## src/core/ibcs_pkg.sv

```systemverilog
// Constants for the two-wire bus control and status block.
// Assumes an APB slave on an 18-bit byte address and a 100 MHz ref_clk.
package ibcs_pkg;

    // Byte address is four times the register index
    localparam int          ADDR_W      = 18;
    localparam logic [15:0] IDX_MODE    = 16'hFF60;  // Channel mode (enable bit)
    localparam logic [15:0] IDX_BCS     = 16'hFF61;  // Bus control and status
    localparam logic [15:0] IDX_IRQ_ST  = 16'hFF68;  // Sticky event status
    localparam logic [15:0] IDX_IRQ_MSK = 16'hFF69;  // Event mask
    localparam logic [15:0] IDX_BITOP   = 16'hFF6A;  // Single-bit write port

    // Bus control and status field positions
    localparam int B_STOP_TRIG  = 0;
    localparam int B_START_TRIG = 1;
    localparam int B_STOP_DET   = 2;
    localparam int B_START_DET  = 3;
    localparam int B_MAN_ACK    = 4;
    localparam int B_AUTO_ACK   = 5;
    localparam int B_ACK_DET    = 6;
    localparam int B_DRAIN_DIS  = 7;

    // Mode register: channel enable position
    localparam int B_CH_EN = 7;

    // Single-bit write port: value bit and index field
    localparam int BOP_VAL = 3;
    localparam int BOP_IW  = 3;

    // Event status positions
    localparam int I_START = 0;
    localparam int I_STOP  = 1;
    localparam int I_ACK   = 2;
    localparam int IRQ_W   = 3;

    // Reset values
    localparam logic [7:0]       BCS_RST   = 8'h00;
    localparam logic [7:0]       MODE_RST  = 8'h00;
    localparam logic [IRQ_W-1:0] IRQ_RST   = 3'h0;
    localparam logic             LATCH_RST = 1'b1;

    // Acknowledge drive sequence
    typedef enum logic [1:0]
    {
        ACK_IDLE  = 2'b00,
        ACK_ARMED = 2'b01,
        ACK_DRIVE = 2'b10
    } ibcs_ack_e;

endpackage

```

## src/core/ibcs_line_mon.sv

```systemverilog
// Line monitor: synchronises the clock and data lines and finds bus events.
// Assumes both lines are open-drain pins, asynchronous to ref_clk.
`timescale 1ns/1ps
module ibcs_line_mon
(
    input  wire logic ref_clk,
    input  wire logic srst,
    input  wire logic scl_i,     // Bus clock pin
    input  wire logic sda_i,     // Bus data pin
    output logic      scl_rise,  // Bus clock rose
    output logic      scl_fall,  // Bus clock fell
    output logic      start_evt, // Data fell while clock high
    output logic      stop_evt,  // Data rose while clock high
    output logic      sda_s      // Synchronised data level
);

    ////////////////////////////////////////////////////////////////////
    logic [2:0] scl_q;  // Stage 0 is read only by stage 1
    logic [2:0] sda_q;  // Same layout for data

    // Two-flop synchronisers plus one history stage; idle bus is high
    always_ff @(posedge ref_clk)
    begin
        if (srst)
        begin
            scl_q <= 3'h7;
            sda_q <= 3'h7;
        end
        else
        begin
            scl_q <= {scl_q[1:0], scl_i};
            sda_q <= {sda_q[1:0], sda_i};
        end
    end

    ////////////////////////////////////////////////////////////////////
    // Edges compare stages 1 and 2 only, never the metastable stage
    assign scl_rise  = scl_q[1] & ~scl_q[2];
    assign scl_fall  = ~scl_q[1] & scl_q[2];
    // Clock must be high on both samples so a clock edge is not mistaken
    assign start_evt = scl_q[1] & scl_q[2] & ~sda_q[1] & sda_q[2];
    assign stop_evt  = scl_q[1] & scl_q[2] & sda_q[1] & ~sda_q[2];
    assign sda_s     = sda_q[1];

endmodule

```

## src/core/ibcs_top.sv

```systemverilog
// Bus control and status block of the two-wire serial channel, APB slave.
// Assumes shift logic beside it pulses xfer_start, xfer_done, addr_mismatch.
`timescale 1ns/1ps
module ibcs_top
(
    input  wire logic        ref_clk,
    input  wire logic        srst,
    input  wire logic        psel,
    input  wire logic        penable,
    input  wire logic        pwrite,
    input  wire logic [17:0] paddr,
    input  wire logic [31:0] pwdata,
    output logic      [31:0] prdata,
    output logic             pready,
    output logic             pslverr,
    input  wire logic        scl_i,
    input  wire logic        sda_i,
    output logic             sda_o,
    output logic             sda_oe_n,
    input  wire logic        xfer_start,
    input  wire logic        xfer_done,
    input  wire logic        addr_mismatch,
    output logic             channel_enable,
    output logic             serial_data_out_latch,
    output logic             irq
);

    ////////////////////////////////////////////////////////////////////
    logic [7:0]                  mode_r;       // Channel mode register
    logic                        drain_dis_r;  // Transmit output off
    logic                        auto_ack_r;   // Automatic ack enable
    logic                        stop_det_r;   // Stop condition seen
    logic                        start_det_r;  // Start condition seen
    logic                        ack_det_r;    // Ack seen after transfer
    logic                        ack_look_r;   // Waiting for ack rise
    logic                        latch_r;      // Serial data out latch
    ibcs_pkg::ibcs_ack_e         ack_st_r;     // Ack drive sequence
    logic [ibcs_pkg::IRQ_W-1:0]  irq_st_r;     // Sticky events
    logic [ibcs_pkg::IRQ_W-1:0]  irq_msk_r;    // Event mask
    logic [31:0]                 prdata_r;     // Read data
    logic                        pslverr_r;    // Unmapped access
    logic                        oe_n_r;       // Data pin enable, low drives
    logic                        en;           // Channel enabled
    logic                        scl_rise;
    logic                        scl_fall;
    logic                        start_evt;
    logic                        stop_evt;
    logic                        sda_s;
    logic [7:0]                  bcs_rd;       // Read view of control
    logic [7:0]                  wmask;        // Bits touched by a write
    logic [7:0]                  wval;         // Values for touched bits
    logic                        acc_wr;       // APB write access phase
    logic                        stop_trig;
    logic                        start_trig;
    logic                        man_ack;
    logic                        drive_low;
    logic [31:0]                 rd_mux;
    logic                        rd_hit;

    // Register index match; byte address is index times four
    function automatic logic hit(input logic [17:0] a, input logic [15:0] idx);
        return a == {idx, 2'b00};
    endfunction

    ////////////////////////////////////////////////////////////////////
    ibcs_line_mon ibcs_line_mon_i
    (
        .ref_clk   (ref_clk),
        .srst      (srst),
        .scl_i     (scl_i),
        .sda_i     (sda_i),
        .scl_rise  (scl_rise),
        .scl_fall  (scl_fall),
        .start_evt (start_evt),
        .stop_evt  (stop_evt),
        .sda_s     (sda_s)
    );

    ////////////////////////////////////////////////////////////////////
    // Zero-wait slave: every access completes in its first access cycle
    assign pready = 1'b1;
    assign acc_wr = psel & penable & pwrite;
    assign en     = mode_r[ibcs_pkg::B_CH_EN];

    // Whole byte, or one bit chosen through the bit port
    always_comb
    begin
        wmask = 8'h00;
        wval  = 8'h00;
        if (acc_wr && hit(paddr, ibcs_pkg::IDX_BCS))
        begin
            wmask = 8'hFF;
            wval  = pwdata[7:0];
        end
        else if (acc_wr && hit(paddr, ibcs_pkg::IDX_BITOP))
        begin
            wmask = 8'h01 << pwdata[ibcs_pkg::BOP_IW-1:0];
            wval  = {8{pwdata[ibcs_pkg::BOP_VAL]}};
        end
    end

    // Triggers are pulses, never stored, so they read back as zero
    assign stop_trig  = en & wmask[ibcs_pkg::B_STOP_TRIG] & wval[ibcs_pkg::B_STOP_TRIG];
    assign start_trig = en & wmask[ibcs_pkg::B_START_TRIG] & wval[ibcs_pkg::B_START_TRIG];
    assign man_ack    = en & wmask[ibcs_pkg::B_MAN_ACK] & wval[ibcs_pkg::B_MAN_ACK];

    // Read view; trigger positions are constant zero
    assign bcs_rd = {drain_dis_r, ack_det_r, auto_ack_r, 1'b0,
                     start_det_r, stop_det_r, 2'b00};

    ////////////////////////////////////////////////////////////////////
    // Channel mode: only the enable bit is held here
    always_ff @(posedge ref_clk)
    begin
        if (srst)
            mode_r <= ibcs_pkg::MODE_RST;
        else if (acc_wr && hit(paddr, ibcs_pkg::IDX_MODE))
            mode_r <= {pwdata[ibcs_pkg::B_CH_EN], 7'h00};
    end

    // Software-owned control bits; neither is cleared by hardware
    always_ff @(posedge ref_clk)
    begin
        if (srst)
        begin
            drain_dis_r <= ibcs_pkg::BCS_RST[ibcs_pkg::B_DRAIN_DIS];
            auto_ack_r  <= ibcs_pkg::BCS_RST[ibcs_pkg::B_AUTO_ACK];
        end
        else
        begin
            if (wmask[ibcs_pkg::B_DRAIN_DIS])
                drain_dis_r <= wval[ibcs_pkg::B_DRAIN_DIS];
            if (wmask[ibcs_pkg::B_AUTO_ACK])
                auto_ack_r <= wval[ibcs_pkg::B_AUTO_ACK];
        end
    end

    ////////////////////////////////////////////////////////////////////
    // Stop flag; detection wins over a same-cycle transfer clear
    always_ff @(posedge ref_clk)
    begin
        if (srst || !en)
            stop_det_r <= 1'b0;
        else if (stop_evt)
            stop_det_r <= 1'b1;
        else if (xfer_start || addr_mismatch)
            stop_det_r <= 1'b0;
    end

    // Start flag; a stop condition ends the bus ownership it marks
    always_ff @(posedge ref_clk)
    begin
        if (srst || !en)
            start_det_r <= 1'b0;
        else if (start_evt)
            start_det_r <= 1'b1;
        else if (xfer_start || stop_evt)
            start_det_r <= 1'b0;
    end

    // Ack window opens at transfer end and closes at the next rise
    always_ff @(posedge ref_clk)
    begin
        if (srst || !en || xfer_start)
            ack_look_r <= 1'b0;
        else if (xfer_done)
            ack_look_r <= 1'b1;
        else if (scl_rise)
            ack_look_r <= 1'b0;
    end

    // Ack flag: data low on the rise that closes the window
    always_ff @(posedge ref_clk)
    begin
        if (srst || !en)
            ack_det_r <= 1'b0;
        else if (ack_look_r && scl_rise && !sda_s)
            ack_det_r <= 1'b1;
        else if (xfer_start)
            ack_det_r <= 1'b0;
    end

    ////////////////////////////////////////////////////////////////////
    // Data out latch idles high so the line is released after reset
    always_ff @(posedge ref_clk)
    begin
        if (srst)
            latch_r <= ibcs_pkg::LATCH_RST;
        else if (stop_trig)
            latch_r <= 1'b1;
        else if (start_trig)
            latch_r <= 1'b0;
    end

    // Ack drive: manual starts at once, auto waits for the eighth fall;
    // either way the line is released at the ninth fall
    always_ff @(posedge ref_clk)
    begin
        if (srst || !en || xfer_start)
            ack_st_r <= ibcs_pkg::ACK_IDLE;
        else
        begin
            case (ack_st_r)
                ibcs_pkg::ACK_IDLE:
                begin
                    if (man_ack)
                        ack_st_r <= ibcs_pkg::ACK_DRIVE;
                    else if (xfer_done && auto_ack_r)
                        ack_st_r <= ibcs_pkg::ACK_ARMED;
                end
                ibcs_pkg::ACK_ARMED:
                begin
                    if (man_ack || scl_fall)
                        ack_st_r <= ibcs_pkg::ACK_DRIVE;
                end
                ibcs_pkg::ACK_DRIVE:
                begin
                    // A new manual request holds the line another clock
                    if (scl_fall && !man_ack)
                        ack_st_r <= ibcs_pkg::ACK_IDLE;
                end
                default:
                    ack_st_r <= ibcs_pkg::ACK_IDLE;
            endcase
        end
    end

    // Open-drain data pin; the transmit path obeys the drain disable
    assign drive_low = en & ((~latch_r & ~drain_dis_r) | (ack_st_r == ibcs_pkg::ACK_DRIVE));

    always_ff @(posedge ref_clk)
    begin
        if (srst)
            oe_n_r <= 1'b1;
        else
            oe_n_r <= ~drive_low;
    end

    assign sda_o                 = 1'b0;
    assign sda_oe_n              = oe_n_r;
    assign channel_enable        = en;
    assign serial_data_out_latch = latch_r;

    ////////////////////////////////////////////////////////////////////
    // Sticky events; a new event beats a same-cycle write-one clear
    always_ff @(posedge ref_clk)
    begin
        if (srst)
            irq_st_r <= ibcs_pkg::IRQ_RST;
        else
        begin
            for (int i = 0; i < ibcs_pkg::IRQ_W; i++)
            begin
                if (acc_wr && hit(paddr, ibcs_pkg::IDX_IRQ_ST) && pwdata[i])
                    irq_st_r[i] <= 1'b0;
            end
            if (en && start_evt)
                irq_st_r[ibcs_pkg::I_START] <= 1'b1;
            if (en && stop_evt)
                irq_st_r[ibcs_pkg::I_STOP] <= 1'b1;
            if (en && ack_look_r && scl_rise && !sda_s)
                irq_st_r[ibcs_pkg::I_ACK] <= 1'b1;
        end
    end

    // Mask register
    always_ff @(posedge ref_clk)
    begin
        if (srst)
            irq_msk_r <= ibcs_pkg::IRQ_RST;
        else if (acc_wr && hit(paddr, ibcs_pkg::IDX_IRQ_MSK))
            irq_msk_r <= pwdata[ibcs_pkg::IRQ_W-1:0];
    end

    assign irq = |(irq_st_r & irq_msk_r);

    ////////////////////////////////////////////////////////////////////
    // Read decode; unmapped addresses read zero with an error
    always_comb
    begin
        rd_mux = 32'h0000_0000;
        rd_hit = 1'b1;
        if (hit(paddr, ibcs_pkg::IDX_MODE))
            rd_mux = {24'h00_0000, mode_r};
        else if (hit(paddr, ibcs_pkg::IDX_BCS))
            rd_mux = {24'h00_0000, bcs_rd};
        else if (hit(paddr, ibcs_pkg::IDX_IRQ_ST))
            rd_mux = {29'h0000_0000, irq_st_r};
        else if (hit(paddr, ibcs_pkg::IDX_IRQ_MSK))
            rd_mux = {29'h0000_0000, irq_msk_r};
        else if (hit(paddr, ibcs_pkg::IDX_BITOP))
            rd_mux = 32'h0000_0000;
        else
            rd_hit = 1'b0;
    end

    // Captured in the setup cycle so data stand through the access cycle
    always_ff @(posedge ref_clk)
    begin
        if (srst)
        begin
            prdata_r  <= 32'h0000_0000;
            pslverr_r <= 1'b0;
        end
        else if (psel && !penable)
        begin
            prdata_r  <= rd_mux;
            pslverr_r <= ~rd_hit;
        end
    end

    assign prdata  = prdata_r;
    assign pslverr = pslverr_r;
endmodule

```

## config.mk

```make
export PLATFORM = sky130hd
export DESIGN_NAME = ibcs_top
export DESIGN_NICKNAME = d
export VERILOG_FILES = /design/src/core/ibcs_pkg.sv /design/src/core/ibcs_line_mon.sv /design/src/core/ibcs_top.sv
export SDC_FILE = /design/constraint.sdc
export NUM_CORES = 1
export LEC_CHECK = 0
export BUFFER_PORTS_ARGS = -buffer_cell sky130_fd_sc_hd__buf_2
export CAP_MARGIN = 20
export CORE_MARGIN = 2
export CORE_UTILIZATION = 45
export DETAILED_ROUTE_END_ITERATION = 16
export PLACE_DENSITY = 0.88
export SLEW_MARGIN = 20
export SYNTH_ARGS = -nofsm -noshare
export SYNTH_HDL_FRONTEND = slang
export SYNTH_SLANG_ARGS = --single-unit
```

## constraint.sdc

```tcl
create_clock -name ref_clk -period 5 [get_ports ref_clk]
set_input_delay 0.75 -clock ref_clk [delete_from_list [all_inputs] [get_ports ref_clk]]
set_output_delay 0.75 -clock ref_clk [all_outputs]
set_load 0.01 [all_outputs]
```

==> summary.txt <==
STA
  – Max Fclk: 474 MHz
  – Hold Fails Final Rpt: 0
  – Clock Skew: 4.02 ps
  – Pins Over Slew Limit: 0
  – RSZ-0062 raised after global routing: false
  – Post-route setup TNS: 0 ps
  – Period utilisation layout: 42.2%
  – Slew HR: 62.9%
  – Worst-Margin Slew: 555 ps
  – Final setup viols: 0
  – Final Critical Period: 2110 ps

Floorplan
  – Core ar.: 3660 µm²
  – Full die area: 4340 µm²
  – Top-Level Pins: 99
  – Die span in x: 65.9 µm
  – Row cnt: 22
  – Initial Utilization: 47.1%
  – Die height: 65.9 µm

Drt
  – DRC Markers: 0
  – Final WL: 3580 µm
  – Routed vias/inst: 5.04
  – Metal-1 WL: 1620 µm
  – Max layer used: met4
  – Via count: 1466
  – Routed wl met2: 1680 µm
  – Final ANT Viol Nets: 0
  – DRT Pass-1 Iters: 4
  – WL/cell: 12.3 µm
  – Initial DRC Count: 67
  – Met3 WL: 240 µm

Worst setup path
  – Crit. End Element: register
  – Crit-path slowest cell: or3_1
  – Arr. time, crit path: 2270 ps
  – Worst path cell trace: buf_2, nand4bb_1, or3_1, nor4_1, mux2i_1, nor2_1
  – CP max stage delay: 490 ps
  – CP Max Fanout: 4
  – Crit path max-delay family: simple AND/OR/NAND/NOR gates
  – Crit path required time: 5160 ps
  – Buf+Inv Stages, Crit Path: 1
  – Setup crit start kind: input port
  – CP Class: input port to register

Yosys
  – Flops & latches, synth: 31
  – Mapped Cells: 199
  – Area leader, netlist: dfxtp_1
  – Number of synthesized flops with an enable pin: 0
  – Sequential element share of the synthesized area: 36.0%
  – Top-count cell post-synth: dfxtp_1
  – Avg Cell Area, Syn: 8.66 µm²
  – Post-synth top cells: dfxtp_1 (31), buf_4 (27), nand2_1 (17), nor2_1 (15), a21oi_1 (10)
  – Ys Warns: 0
  – Yosys cell types: 47
  – Post-synth ARST share: 0%
  – Top FF cell, synth: dfxtp_1
  – Synthesized area: 1720 µm²
  – Post-synth top area share: 36.0%
  – Ranking of synthesized cells by area: dfxtp_1 (36%), buf_4 (12%), nand2_1 (3.7%)

Placement
  – Detailed placement HPWL: 2760 µm
  – DP Area: 1870 µm²
  – I/O Buffers: 46
  – Post-Place Cells: 283
  – GPL Wtd Cong: 0.877

CTS
  – CTS Buf Count: 5
  – Post-CTS Setup Bufs: 0
  – Longest Clk Path Bufs: 2
  – H-Tree Depth: 2
  – TritonCTS clock tree: yes
  – Clk sink count: 31
  – Root buffer cell: clkbuf_8
  – Hold buffers post-CTS: 0
  – Clock-pin slew on the worst setup and hold paths: 60 ps
  – Worst-Skew Late Latency: 280 ps
  – Post-CTS sizing: 0

Layout
  – Design area: 1950 µm²
  – Area grow syn2layout: 13.2%
  – N_diodes: 0
  – Nets: 302
  – Share of cells above drive strength 1: 29.6%
  – Finished Core Util: 53.3%
  – Post-Layout Cell Count: 291

Run
  – MaxCap Viol Count: 0

Global route
  – First-pass GRT wire length: 5860 µm
  – Grt ovf: 0
  – Vias in the first global route: 1321
  – Largest net degree at the start of global routing: 24
  – GRT Total Usage: 17.4%
  – Initial antenna violation count: 0

Min path
  – Hold WC Path Type: register to register

Power and ir drop
  – Peak supply drop: 0.187 mV
  – Overall power: 0.000486 W
  – Pleak: 0.856 nW
  – PwrDens: 249 nW/µm²

Outcome
  – Outcome: completed
cells by family (layout without fill, tap and decap cells):
kind of cell	after synthesis	in the layout	share of synthesized area, %
mux	8	8	4.87
simple gates	85	85	30.8
other cells	2	27	0.436
buf+inv	42	61	15.3
compound gates	31	31	12.6
flops	31	31	36.0
per-stage QoR:
stage / hold WS [ps] / worst slack, ps
2_1_floorplan: 389 / 2830
3_3_place_gp: 394 / 2630
3_5_place_dp: 394 / 2610
4_1_cts: 408 / 2890
5_1_grt: 438 / 2740
6_report: 409 / 2890
state kept, by name (all words and copies together) (netlist names), 2 cells and up:
register and cells:
prdata 7, ibcs_line_mon_i.scl_q 3, ibcs_line_mon_i.sda_q 3, irq_msk_r 3, irq_st_r 3, ack_st_r 2
per-layer routing:
layer  up-vias  track usage [%]
met1       670             22.2
met3         5             5.28
met5         -                0
met2        52             28.4
met4         0             4.43
li1        739                -
where the power goes:
part / internal [W] / total (W) / leakage [nW] / switching, W
combinational: 0.0000173 / 0.0000483 / 0.563 / 0.0000310
sequential: 0.000249 / 0.000251 / 0.251 / 0.00000124
clock: 0.0000975 / 0.000187 / 0.0422 / 0.0000896
total: 0.000364 / 0.000486 / 0.856 / 0.000122
worst register-to-register path, stage by stage (launching register included):
cell,delay [ps]
dfxtp_1,530
nand3_1,160
nor3b_1,350
a31o_1,150
worst paths after layout:
kind	start	end	slack [ps]	depth (start not counted)
setup / recovery	paddr[4]	mode_r[7]	2890	6
hold / removal	ibcs_line_mon_i.sda_q[0]	ibcs_line_mon_i.sda_q[1]	410	1
setup reg to reg	mode_r[7]	irq_st_r[2]	3770	3
hold reg to reg	ibcs_line_mon_i.sda_q[0]	ibcs_line_mon_i.sda_q[1]	410	1
cell type report:
cell class              instances  area (µm²)
repair buffers                 46         230
fillers                       358        1710
clock buffers                   7        76.3
clock inverters                 1        5.00
flip-flops and latches         31         621
inverters                       7        26.3
well taps                      48        60.1
multi-input cells             151         932
cells in the final DEF, fill, tap and decap left out, types with 3 or more instances in the layout:
cell type,Yosys,routed
nor3_1,4,4
or2_2,7,7
clkbuf_8,0,5
a211oi_1,3,3
and4_1,3,3
nand4_1,7,7
nor4_1,3,3
o22ai_1,3,3
conb_1,2,27
nand2b_1,4,4
mux2_2,3,3
a21oi_1,10,10
mux2i_1,5,5
inv_1,7,7
dfxtp_1,31,31
buf_2,3,46
nor2_1,15,15
nand3_1,6,6
nand2_1,17,17
No activity file was read; power rests on OpenSTA's default activity.
